==> config.mk <==
export PLATFORM = sky130hd
export DESIGN_NAME = compact_timer_module
export DESIGN_NICKNAME = d
export VERILOG_FILES = /design/src/compact_timer_module.v
export VERILOG_INCLUDE_DIRS = /design/src
export SDC_FILE = /design/constraint.sdc
export NUM_CORES = 1
export LEC_CHECK = 0
export BUFFER_PORTS_ARGS = -buffer_cell sky130_fd_sc_hd__buf_2
export CAP_MARGIN = 20
export CORE_ASPECT_RATIO = 0.9
export CORE_MARGIN = 8
export CORE_UTILIZATION = 45
export CTS_CLUSTER_DIAMETER = 30
export DETAILED_ROUTE_END_ITERATION = 7
export PLACE_DENSITY_LB_ADDON = 0.12
export SYNTH_ARGS = -nofsm -noshare
export SYNTH_HDL_FRONTEND = slang
export SYNTH_SLANG_ARGS = --single-unit
==> constraint.sdc <==
create_clock -name clk_sys -period 4 [get_ports clk_sys]
set_input_delay 0.4 -clock clk_sys [delete_from_list [all_inputs] [get_ports clk_sys]]
set_output_delay 0.4 -clock clk_sys [all_outputs]
set_load 0.1 [all_outputs]
==> src/compact_timer_defines.vh <==
// register offsets, field positions, reset values and timing counts of the compact timer
`ifndef COMPACT_TIMER_DEFINES_VH
`define COMPACT_TIMER_DEFINES_VH

// ----------------------------------------
// register byte addresses
// ----------------------------------------
`define OFS_CTRL_CLOCK_PERIOD 12'h000
`define OFS_CTRL_MODE_OUTPUT 12'h004
`define OFS_COUNTER_LOW 12'h008
`define OFS_COUNTER_HIGH 12'h00C
`define OFS_FINE_COMPARE_LOW 12'h010
`define OFS_FINE_COMPARE_HIGH 12'h014
`define OFS_MATCH_FLAGS 12'h018

// ----------------------------------------
// control register 0 fields
// ----------------------------------------
`define BIT_PAUSE 7
`define CKSEL_HI 6
`define CKSEL_LO 4
`define BIT_COUNTER_ON 3
`define RP_HI 2
`define RP_LO 0

// ----------------------------------------
// control register 1 fields
// ----------------------------------------
`define MODE_HI 7
`define MODE_LO 6
`define IO_HI 5
`define IO_LO 4
`define BIT_OUT_INIT 3
`define BIT_POL 2
`define BIT_SWAP 1
`define BIT_CLR_SRC 0

// ----------------------------------------
// encodings
// ----------------------------------------
`define MODE_COMPARE 2'h0
`define MODE_PWM 2'h2
`define MODE_TIMER 2'h3
`define IO_NONE 2'h0
`define IO_LOW 2'h1
`define IO_HIGH 2'h2
`define IO_TOGGLE 2'h3
`define CK_SYS_DIV4 3'h0
`define CK_SYS 3'h1
`define CK_HIGH_DIV16 3'h2
`define CK_HIGH_DIV64 3'h3
`define CK_EXT_RISE 3'h6
`define CK_EXT_FALL 3'h7

// ----------------------------------------
// reset values and dividers
// ----------------------------------------
`define CTRL_RESET 8'h00
`define SYS_DIV 4
`define HIGH_DIV16 16
`define HIGH_DIV64 64
`define SUB_DIV_DEFAULT 305

`endif

==> src/compact_timer_module.v <==
// compact 10-bit timer with coarse and fine comparators behind an apb slave

`include "compact_timer_defines.vh"

module compact_timer_module #(
	parameter CNT_W = 10,
	parameter SUB_DIV = `SUB_DIV_DEFAULT
) (
	input wire clk_sys,
	input wire sys_rst,
	input wire psel,
	input wire penable,
	input wire pwrite,
	input wire [11:0] paddr,
	input wire [31:0] pwdata,
	output reg [31:0] prdata,
	output reg pready,
	output reg pslverr,
	input wire external_count_input,
	input wire high_clk_tick,
	output reg timer_output_pin,
	output reg timer_output_enable,
	output reg fine_match_flag,
	output reg coarse_match_flag
);

// ----------------------------------------
// registers
// ----------------------------------------
reg [7:0] ctrl0_reg;
reg [7:0] ctrl1_reg;
reg [CNT_W-1:0] count_reg;
reg [CNT_W-1:0] fine_cmp_reg;
reg [7:0] low_buf_reg;
reg [1:0] flag_sticky_reg;
reg on_prev_reg;
reg ext_prev_reg;
reg out_raw_reg;

// ----------------------------------------
// control field decode
// ----------------------------------------
wire pause_control = ctrl0_reg[`BIT_PAUSE];
wire [2:0] clock_source_select = ctrl0_reg[`CKSEL_HI:`CKSEL_LO];
wire counter_on_control = ctrl0_reg[`BIT_COUNTER_ON];
wire [2:0] coarse_period_value = ctrl0_reg[`RP_HI:`RP_LO];
wire [1:0] operating_mode_field = ctrl1_reg[`MODE_HI:`MODE_LO];
wire [1:0] pin_action_field = ctrl1_reg[`IO_HI:`IO_LO];
wire output_initial_level = ctrl1_reg[`BIT_OUT_INIT];
wire output_polarity_invert = ctrl1_reg[`BIT_POL];
wire period_duty_swap = ctrl1_reg[`BIT_SWAP];
wire clear_source_select = ctrl1_reg[`BIT_CLR_SRC];
wire is_compare = (operating_mode_field == `MODE_COMPARE);
wire is_pwm = (operating_mode_field == `MODE_PWM);

// ----------------------------------------
// clock source ticks
// ----------------------------------------
wire sys_div_tick;
wire high16_tick;
wire high64_tick;
wire sub_tick;

// separate prescalers; the /16 and /64 taps stay aligned since both reset together
tick_prescaler #(
	.W(2),
	.LAST(`SYS_DIV - 1)
) sys_div_u (
	.clk_sys(clk_sys),
	.sys_rst(sys_rst),
	.step_en(1'b1),
	.tick(sys_div_tick)
);

tick_prescaler #(
	.W(4),
	.LAST(`HIGH_DIV16 - 1)
) high16_u (
	.clk_sys(clk_sys),
	.sys_rst(sys_rst),
	.step_en(high_clk_tick),
	.tick(high16_tick)
);

tick_prescaler #(
	.W(6),
	.LAST(`HIGH_DIV64 - 1)
) high64_u (
	.clk_sys(clk_sys),
	.sys_rst(sys_rst),
	.step_en(high_clk_tick),
	.tick(high64_tick)
);

// sub clock is only a plain divider of the system clock here
tick_prescaler #(
	.W(16),
	.LAST(SUB_DIV - 1)
) sub_u (
	.clk_sys(clk_sys),
	.sys_rst(sys_rst),
	.step_en(1'b1),
	.tick(sub_tick)
);

// previous pin level for the external edge detector; idles low like the pin
always @(posedge clk_sys) begin
	if (sys_rst)
		ext_prev_reg <= 1'b0;
	else
		ext_prev_reg <= external_count_input;
end

reg tick;
always @* begin
	case (clock_source_select)
	`CK_SYS_DIV4: tick = sys_div_tick;
	`CK_SYS: tick = 1'b1;
	`CK_HIGH_DIV16: tick = high16_tick;
	`CK_HIGH_DIV64: tick = high64_tick;
	`CK_EXT_RISE: tick = external_count_input && !ext_prev_reg;
	`CK_EXT_FALL: tick = !external_count_input && ext_prev_reg;
	default: tick = sub_tick;
	endcase
end

// ----------------------------------------
// comparators and clear decision
// ----------------------------------------
wire on_rise = counter_on_control && !on_prev_reg;
wire running = counter_on_control && !pause_control && tick;
// match is judged on the value the counter reaches after this tick
wire [CNT_W-1:0] count_inc = count_reg + 10'h001;
wire coarse_hit = (coarse_period_value != 3'h0) &&
	(count_inc[9:7] == coarse_period_value) && (count_inc[6:0] == 7'h00);
wire fine_hit = (fine_cmp_reg != 10'h000) && (count_inc == fine_cmp_reg);
wire wrap = (count_reg == 10'h3FF);
wire coarse_period_end = (coarse_period_value == 3'h0) ? wrap : coarse_hit;
wire fine_period_end = (fine_cmp_reg == 10'h000) ? wrap : fine_hit;
reg clear_now;
always @* begin
	if (is_pwm)
		clear_now = period_duty_swap ? fine_period_end : coarse_period_end;
	else
		clear_now = clear_source_select ? fine_period_end : coarse_period_end;
end
wire fine_flag_ev = running && fine_hit;
wire coarse_flag_ev = running && coarse_period_end && !(!is_pwm && clear_source_select);

// ----------------------------------------
// counter
// ----------------------------------------
always @(posedge clk_sys) begin
	if (sys_rst) begin
		count_reg <= 10'h000;
		on_prev_reg <= 1'b0;
	end else begin
		on_prev_reg <= counter_on_control;
		// restart clear outranks a tick landing in the same cycle
		if (on_rise)
			count_reg <= 10'h000;
		else if (running)
			count_reg <= clear_now ? 10'h000 : count_inc;
	end
end

// ----------------------------------------
// match request pulses
// ----------------------------------------
always @(posedge clk_sys) begin
	if (sys_rst) begin
		fine_match_flag <= 1'b0;
		coarse_match_flag <= 1'b0;
	end else begin
		fine_match_flag <= fine_flag_ev;
		coarse_match_flag <= coarse_flag_ev;
	end
end

// ----------------------------------------
// output pin
// ----------------------------------------
// pwm active while counter is below the duty threshold
wire [CNT_W:0] period_len = {1'b0, coarse_period_value, 7'h00};
wire [CNT_W:0] coarse_len = (coarse_period_value == 3'h0) ? 11'h400 : period_len;
wire [CNT_W:0] fine_len = (fine_cmp_reg == 10'h000) ? 11'h400 : {1'b0, fine_cmp_reg};
wire [CNT_W:0] duty_len = period_duty_swap ? coarse_len : {1'b0, fine_cmp_reg};
wire [CNT_W:0] per_len = period_duty_swap ? fine_len : coarse_len;
wire pwm_active = (duty_len >= per_len) || ({1'b0, count_reg} < duty_len);
reg out_level;
always @* begin
	case (pin_action_field)
	`IO_NONE: out_level = !output_initial_level;
	`IO_LOW: out_level = output_initial_level;
	`IO_HIGH: out_level = pwm_active ? output_initial_level : !output_initial_level;
	default: out_level = !output_initial_level;
	endcase
end

always @(posedge clk_sys) begin
	if (sys_rst) begin
		out_raw_reg <= 1'b0;
	end else begin
		if (is_compare) begin
			if (on_rise)
				out_raw_reg <= output_initial_level;
			else if (fine_flag_ev) begin
				case (pin_action_field)
				`IO_LOW: out_raw_reg <= 1'b0;
				`IO_HIGH: out_raw_reg <= 1'b1;
				`IO_TOGGLE: out_raw_reg <= !out_raw_reg;
				default: out_raw_reg <= out_raw_reg;
				endcase
			end
		end else if (is_pwm) begin
			out_raw_reg <= on_rise ? output_initial_level : out_level;
		end
	end
end

// ----------------------------------------
// pin drivers
// ----------------------------------------
// polarity sits after the raw level so it never disturbs the waveform state
always @(posedge clk_sys) begin
	if (sys_rst) begin
		timer_output_pin <= 1'b0;
		timer_output_enable <= 1'b0;
	end else begin
		// timer mode releases the pin; 01 mode also left undriven
		timer_output_enable <= is_compare || is_pwm;
		timer_output_pin <= out_raw_reg ^ output_polarity_invert;
	end
end

// ----------------------------------------
// apb slave, one wait state
// ----------------------------------------
wire acc = psel && penable && !pready;
wire wr = acc && pwrite;
wire rd = acc && !pwrite;
reg [31:0] rdata_next;
reg addr_ok;
always @* begin
	rdata_next = 32'h00000000;
	addr_ok = 1'b1;
	case (paddr)
	`OFS_CTRL_CLOCK_PERIOD: rdata_next[7:0] = ctrl0_reg;
	`OFS_CTRL_MODE_OUTPUT: rdata_next[7:0] = ctrl1_reg;
	`OFS_COUNTER_LOW: rdata_next[7:0] = low_buf_reg;
	`OFS_COUNTER_HIGH: rdata_next[1:0] = count_reg[9:8];
	`OFS_FINE_COMPARE_LOW: rdata_next[7:0] = low_buf_reg;
	`OFS_FINE_COMPARE_HIGH: rdata_next[1:0] = fine_cmp_reg[9:8];
	`OFS_MATCH_FLAGS: rdata_next[1:0] = flag_sticky_reg;
	default: addr_ok = 1'b0;
	endcase
end

// ----------------------------------------
// bus response, one cycle after the access is taken
// ----------------------------------------
always @(posedge clk_sys) begin
	if (sys_rst) begin
		prdata <= 32'h00000000;
		pready <= 1'b0;
		pslverr <= 1'b0;
	end else begin
		pready <= acc;
		pslverr <= acc && !addr_ok;
		prdata <= rd ? rdata_next : 32'h00000000;
	end
end

// ----------------------------------------
// sticky match flags
// ----------------------------------------
// write-one-to-clear, but a new event wins over the clear
wire flag_clr_hit = wr && (paddr == `OFS_MATCH_FLAGS);
wire [1:0] flag_clear = flag_clr_hit ? pwdata[1:0] : 2'h0;
wire [1:0] flag_set = {coarse_flag_ev, fine_flag_ev};

always @(posedge clk_sys) begin
	if (sys_rst)
		flag_sticky_reg <= 2'h0;
	else
		flag_sticky_reg <= (flag_sticky_reg & ~flag_clear) | flag_set;
end

// ----------------------------------------
// register file and shared low-byte buffer
// ----------------------------------------
always @(posedge clk_sys) begin
	if (sys_rst) begin
		ctrl0_reg <= `CTRL_RESET;
		ctrl1_reg <= `CTRL_RESET;
		fine_cmp_reg <= 10'h000;
		low_buf_reg <= 8'h00;
	end else begin
		if (wr) begin
			case (paddr)
			`OFS_CTRL_CLOCK_PERIOD: ctrl0_reg <= pwdata[7:0];
			`OFS_CTRL_MODE_OUTPUT: ctrl1_reg <= pwdata[7:0];
			`OFS_FINE_COMPARE_LOW: low_buf_reg <= pwdata[7:0];
			`OFS_FINE_COMPARE_HIGH: fine_cmp_reg <= {pwdata[1:0], low_buf_reg};
			default: ;
			endcase
		end else if (rd) begin
			if (paddr == `OFS_COUNTER_HIGH)
				low_buf_reg <= count_reg[7:0];
			else if (paddr == `OFS_FINE_COMPARE_HIGH)
				low_buf_reg <= fine_cmp_reg[7:0];
		end
	end
end

endmodule

// ----------------------------------------
// rate prescaler: one-cycle tick after LAST+1 enabled steps
// ----------------------------------------
module tick_prescaler #(
	parameter W = 2,
	parameter LAST = 3
) (
	input wire clk_sys,
	input wire sys_rst,
	input wire step_en,
	output wire tick
);

localparam [W-1:0] LAST_W = LAST[W-1:0];
localparam [W-1:0] ONE_W = {{(W-1){1'b0}}, 1'b1};

reg [W-1:0] count_reg;

assign tick = step_en && (count_reg == LAST_W);

always @(posedge clk_sys) begin
	if (sys_rst)
		count_reg <= {W{1'b0}};
	else if (tick)
		count_reg <= {W{1'b0}};
	else if (step_en)
		count_reg <= count_reg + ONE_W;
end

endmodule

==> summary.md, run 1 <==
The flow ran to the end, and the final reports show no timing, DRC or antenna violations. The share of Yosys cell area claimed by the top area cell type was 34.9%; the number of global-route vias before repair was 4,197. The count of cells along the worst register-to-register path is 13, and the leakage power of the design is 2.29 nW. Endpoint required time on the critical path: 4.30 ns.

The run gives 0 as the final setup violation count. Once detailed placement completed, the half-perimeter wirelength came to 9590 µm. Accumulated negative setup slack: 0 ns. The final antenna diode count is 0, and the total clock buffers created by CTS is 9.

The run gives 66 as the post-synthesis cell type count. The worst setup path is captured at a flop. The first detailed-routing pass took 5 iterations. IR analysis of the VDD net gives a maximum drop of 267 µV. The sequential cell area in the final layout came out at 0.00182 mm². The logs give 0 for the final-report max-slew violation count and 0.00308 mm² for the area of the multi-input gates.

At the end of the flow the core is filled with cells to 50.3%. Along the worst hold path, the cell count comes to 2. At the end of the flow, the number of nets in the layout was 718. The first global-routing pass estimated 21,500 µm of wire. The most common cell after layout, fill and taps aside was dfxtp_1.

The instance count of the mapped netlist is 621, and the routed length per placed instance is 16.3 µm. In this run the tightest slew margin relative to its limit is 34.5%. Vertical extent of the die: 118 µm.

In the post-synthesis netlist, the biggest area contributors are dfxtp_1, mux2i_1, nor2_1, ha_1, xnor2_1. For the number of antenna violations at the first check in global routing, the log shows 0. TritonCTS built the clock tree. The tools report the largest buffer count on any clock path as 2.

The die is 130 µm wide. For this run the aggregate overflow at the end of global routing stands at 0. The tools report the root buffer cell as clkbuf_16. The number of clock sinks seen by CTS came out at 91.

The count of cells in the finished layout, fillers not included, comes to 805. Flip-flop count of the largest register after layout: 16. Setup repair after global routing left no endpoint under its margin. Across the run, the number of max-cap violations was 0. Counting the fill cells in the layout gives 1,117.

The cell type with the highest aggregate area in the netlist was dfxtp_1. The initial utilization of the core area, before any placement, comes to 45.9%. After clock tree synthesis, the clock-pin slew on the worst setup and hold paths is 0.07 ns. In this run the power density over the cells is 352 mW/mm².

The run gives 0 as the final count of hold timing violations. In the layout the commonest cells are dfxtp_1, nor2_1, nand2_1. Of all nets on the critical path, the largest fanout is 5. In this run, the number of DRC markers left after iteration 0 of detailed routing was 383. At the worst endpoint, the arrival time is 3.84 ns.

The initialized floorplan defines 37 standard-cell rows. The die covers 0.0153 mm². The register bit count reported by yosys is 91, and the combined area of all synthesized cells is 0.00522 mm².

The tools report the post-place instance area as 0.00542 mm². At the pin with the least slew margin, the transition time is 0.978 ns. The number of buffers inserted by post-CTS setup repair is 0, and the pin count of the biggest net entering global routing is 48.

Of the available clock period, the critical path in the final layout requires 88.6%. In the synthesized netlist the dominant register cell turns out to be dfxtp_1. For this run, design rule violations remaining after detail routing come to 0. STA classifies the critical path startpoint as a flop. The finished cells cover 0.00572 mm².

Of the synthesized area, sequential elements account for 34.9%. The time the worst path needs with I/O delays and setup works out to 3.54 ns. The count of buffers added on input and output ports is 40. The critical path is of the reg -> reg type.

The number of warning messages in the yosys log was 0; the number of primary I/O pins was 89. The clock skew is 0.00455 ns. The overall fraction of global-route tracks in use was 17.6%; the final routed wirelength across all metal layers was 13,200 µm. The path class of the lowest-slack min-delay path is in -> reg. Total of hold buffers inserted after clock tree synthesis: 0. The tools report the level count of the clock H-tree as 3. Routability-driven placement finished with a final weighted congestion of 0.838. A synthesized cell averages 8.41 µm². The number of vias per cell after detailed routing is 5.36. For the total via count after detailed routing, the log shows 4,318. In this run the remaining antenna-violating nets after routing total 0. The insertion delay of the later-clocked pin in the worst-skew pair was 0.35 ns; the fraction of registers with async set or reset after synthesis was 0%.

The number of gates resized after cts was 0. The post-route netlist has 12.5% of its cells at a drive strength greater than 1. Yosys mapped a number of flops with a built-in enable equal to 0.

The run gives 282 MHz as the achievable frequency. The post-placement cell count came out at 789. The synthesis-to-finish area growth is 9.58%. The total area inside the core boundary comes to 0.0114 mm².
-- kinds of logic (layout without fill, tap and decap cells) --
logic type,Yosys count,after routing,synth area share [%]
AOI/OAI and AO/OA,88,88,12.0
xor gates and xnor gates,50,50,8.38
adders and majority gates,23,23,5.51
buffers and inverters,77,82,7.83
DFF,91,91,34.9
muxes,37,37,7.21
other,1,24,0.0718
and+or+nand+nor,254,254,24.1
-- power by group --
group | internal (mW) | switching (mW) | total (mW)
logic | 0.0389 | 0.161 | 0.200
registers | 0.918 | 0.0128 | 0.931
clock network | 0.495 | 0.391 | 0.887
total | 1.45 | 0.565 | 2.02
-- Yosys cell counts, types with 3 or more instances --
| cell | count |
|---|---|
| dfxtp_1 | 91 |
| a22oi_1 | 4 |
| and2_1 | 4 |
| clkbuf_1 | 18 |
| nor3_1 | 20 |
| and3_1 | 6 |
| nor2_1 | 85 |
| nand2_1 | 58 |
| buf_1 | 3 |
| nand4_1 | 10 |
| nor4_1 | 3 |
| xnor2_1 | 27 |
| ha_1 | 23 |
| nand3_1 | 29 |
| buf_2 | 9 |
| inv_1 | 20 |
| a31oi_1 | 9 |
| a21oi_1 | 27 |
| nand2b_1 | 10 |
| a222oi_1 | 7 |
| o21ai_0 | 10 |
| mux2i_1 | 35 |
| nor2b_1 | 6 |
| a22o_1 | 3 |
| buf_4 | 25 |
| a211oi_1 | 4 |
| xor2_1 | 23 |
-- per-stage QoR --
step	hold slack [ns]	setup WS (ns)	power (mW)
6_report	0.295	0.458	2.02
5_1_grt	0.310	0.242	2.09
2_1_floorplan	0.408	0.776	1.13
3_3_place_gp	0.416	0.577	1.15
4_1_cts	0.289	0.457	2.04
3_5_place_dp	0.423	0.476	1.15
-- path summary, 6_finish.rpt --
check	start	slack, ns	end
worst max-delay path	fine_cmp_reg[3]$_SDFFE_PP0P_	0.46	out_raw_reg$_SDFFE_PP0P_
worst min-delay path	external_count_input	0.29	ext_prev_reg$_SDFF_PP0_
worst max register to register	fine_cmp_reg[3]$_SDFFE_PP0P_	0.46	out_raw_reg$_SDFFE_PP0P_
worst min register to register	sys_div_u.count_reg[0]$_SDFF_PP0_	0.43	sys_div_u.count_reg[0]$_SDFF_PP0_
-- routing by layer --
metal	wire (µm)	vias up	GRT usage [%]
li1	-	2160	-
met4	203	0	5.37
met1	6760	2025	25.0
met2	5500	117	25.5
met3	692	16	4.13
met5	0	-	0
-- area by class of cell --
type,count,share of cell area [%]
Clock inverter,7,1.44
Clock buffer,9,3.93
Sequential cell,91,31.8
Inverter,20,1.31
Timing Repair Buffer,46,4.28
Multi-Input combinational cell,476,53.8
Tap cell,156,3.41
-- worst max-delay path: stages (launching register included) --
cell       delay [ns]
dfxtp_1          0.36
or4_1            0.56
or4_4            0.46
nor4_2           0.22
mux2i_1          0.13
ha_1             0.32
nand4_1          0.11
a21oi_2          0.04
a211o_2          0.30
a2111oi_1        0.29
buf_4            0.19
mux2_4           0.29
o21ai_1          0.12
o21a_1           0.11
Power figures use the tool's default switching activity.
==> run 2: changes to the inputs <==
HOLD_SLACK_MARGIN = 0.08   (was default)
clock period = 4.2 ns   (was 4 ns; I/O delays follow)
==> run 2 against run 1 <==
- final area rose by 0.33%
- sequential share of layout area fell by 0.10 points
- worst setup slack improved by 0.22 ns
- fmax rose by 0.48%
- global-route usage fell by 0.30 points
- cell count did not move
- sequential power fell by 4.7%
- register-to-register slack improved by 0.22 ns
- core utilization rose by 0.16 points
- die area did not move
- largest power group unchanged
- first-iteration DRC count fell by 6.8%
- largest cell class unchanged
- flip-flop and latch count did not move
==> summary.md, run 2 (same netlist as run 1, synthesis figures left out) <==
The tree is rooted in a clkbuf_16. TritonCTS built the clock tree. The leakage power of the design was 2.30 nW; the peak supply drop was 328 µV. The tools report the filler cell count as 1,130. The first-pass GRT wire length is 21,200 µm. The final critical path takes up 83.9% of the cycle. The largest buffer count on any clock path was 2; the final core utilization was 50.4%. The final-report max-slew violation count was 0; the power density relative to cell area was 340 mW/mm². The net count of the finished layout is 718. In the routed design, unresolved DRC markers number 0. The die covers 0.0153 mm². In the post-route analysis, the smallest setup slack over all paths is 0.675 ns. Summing all non-filler instances in the final layout gives an area of 0.00574 mm². The worst slack at placement was 0.692 ns; the count of cells along the worst register-to-register path was 13. The slowest stage of the critical path belongs to the cell or4_1. For the pin with the worst max-slew slack, the measured transition is 0.913 ns.

Most common cell after layout, fill and taps aside: dfxtp_1. Setup repair after global routing left no endpoint under its margin. The flip-flop count of the largest register after layout is 16, and the clock skew is 0.00572 ns. The final antenna diode count was 0. The count of buffers added on input and output ports is 40. The CTS clock-pin slew for the worst setup and hold paths is 0.07 ns, and the final routed wirelength across all metal layers is 12,900 µm.

The largest single stage delay on the critical path is 0.53 ns. The signal on the critical path passes through or4_1 > or4_4 > nor4_2 > mux2i_1 > ha_1 > nand4_1 > a21oi_2 > a211o_2 > a2111oi_1 > buf_4 > mux2_4 > o21ai_1 > o21a_1. The area of the multi-input gates was 0.00308 mm². The final count of hold timing violations was 0. The number of buffers inserted by post-CTS setup repair came out at 0. The total of hold buffers inserted after clock tree synthesis came out at 0. The number of vias per cell after detailed routing was 5.40; the pin count of the biggest net entering global routing was 48. The number of antenna violations at the first check in global routing came out at 0.

The tools report the level count of the clock H-tree as 3. For the total number of placement rows, the log shows 37. The sequential cell area in the final layout was 0.00182 mm².

For the number of global-route vias before repair, the log shows 4,149. The vertical extent of the die was 118 µm; the accumulated negative setup slack was 0 ns. The tools report the end point of the critical path as out_raw_reg$_SDFFE_PP0P_.

STA classifies the critical path startpoint as a flop. STA puts the critical path data arrival time at 3.82 ns. In this run, placement finished with an instance count of 789. The pre-antenna-repair detailed-routing pass consisted of 6 iterations. Time the worst path needs with I/O delays and setup: 3.53 ns.

The tools report the detailed-placement wirelength estimate as 9510 µm. Clock latency on the worst-skew pair, taken at its later pin, is 0.35 ns. Data on the critical path is required at its endpoint by 4.49 ns.

The count of non-filler cells in the finished layout was 805. The path type of the worst setup path was reg -> reg. The placed instances occupy a cell area of 0.00542 mm². The run gives 17.3% as the overall fraction of global-route tracks in use. Once the clock tree was built, the resizer swapped 0 gates to a different size.

The run finished with clean final reports. In this run the register-to-register setup slack is 0.67 ns. 89 I/O pins were placed. In the layout the commonest cells are dfxtp_1, nor2_1, nand2_1. The worst pin sits at a relative slew slack of 38.8%. In this run the critical register-to-register path is captured at out_raw_reg$_SDFFE_PP0P_.

The total clock buffers created by CTS was 9; the sum of overflow across all layers after global routing was 0. Routed length per placed instance: 16.0 µm. For the core footprint, the log shows 0.0114 mm².

Cells with a size suffix above 1 make up 12.5% of the layout. The path class of the tightest hold or removal check is in -> reg. The tools report the achievable frequency as 284 MHz. The worst register-to-register path begins at fine_cmp_reg[4]$_SDFFE_PP0P_. The worst setup path is captured at a flop.

Minimum hold slack: 0.327 ns. In this run the worst setup path begins at fine_cmp_reg[4]$_SDFFE_PP0P_. Compared with the post-synthesis result, the final layout area differs by 9.94%. Once the floorplan was initialized, standard cells occupied 45.9% of the core. The floorplan step set the die width to 130 µm. The run gives 0 as the post-detailed-route count of antenna-violating nets.

The number of clock sinks seen by CTS came out at 91. The tools report the total via count after detailed routing as 4,350. The tools report the number of maximum-capacitance violations as 0. The run gives 0 as the final setup violation count. In this run, the number of DRC markers left after iteration 0 of detailed routing was 357. At the end of routability-driven placement, the weighted congestion stood at 0.859. Of all nets on the critical path, the largest fanout is 5.

The total power was 1.95 mW.
## run 2: layer usage
layer / part of all wire, % / up-vias / GRT usage, %
li1: - / 2162 / -
met1: 50 / 2029 / 24.8
met2: 42 / 146 / 24.6
met3: 6.6 / 13 / 4.18
met4: 1.6 / 0 / 5.66
met5: 0 / - / 0
## run 2: worst min path at each step
stage / from / end / slack, ns / cells after the start
floorplan: sys_div_u.count_reg[0]$_SDFF_PP0_ / sys_div_u.count_reg[0]$_SDFF_PP0_ / 0.41 / 1
global placement: sys_div_u.count_reg[0]$_SDFF_PP0_ / sys_div_u.count_reg[0]$_SDFF_PP0_ / 0.42 / 1
detailed placement: sys_div_u.count_reg[0]$_SDFF_PP0_ / sys_div_u.count_reg[0]$_SDFF_PP0_ / 0.43 / 1
CTS: external_count_input / ext_prev_reg$_SDFF_PP0_ / 0.31 / 2
global route: pwdata[4] / ctrl1_reg[4]$_SDFFE_PP0P_ / 0.34 / 3
finish: external_count_input / ext_prev_reg$_SDFF_PP0_ / 0.33 / 2
## run 2: layout make-up
cell class / instances / share of cell area (%)
clock buffer: 9 / 3.92
sequential: 91 / 31.7
multi-input combinational: 476 / 53.6
tap: 156 / 3.40
timing repair buffer: 46 / 4.27
clock inverter: 7 / 1.76
inverter: 20 / 1.31
## run 2: power breakdown
part | switching [mW] | total [mW] | internal, mW | leakage (nW)
Clock | 0.353 | 0.878 | 0.525 | 0.152
Combinational | 0.152 | 0.189 | 0.0368 | 1.41
Sequential | 0.0124 | 0.887 | 0.875 | 0.736
Total | 0.517 | 1.95 | 1.44 | 2.30
## run 2: critical path: cells and delay by family, from the launching register on
kind / cells / cell delay, ns
AOI/OAI and AO/OA: 5 / 0.87
buffers and inverters: 1 / 0.19
adders and majority gates: 1 / 0.31
muxes: 2 / 0.41
DFF: 1 / 0.36
and+or+nand+nor: 4 / 1.31
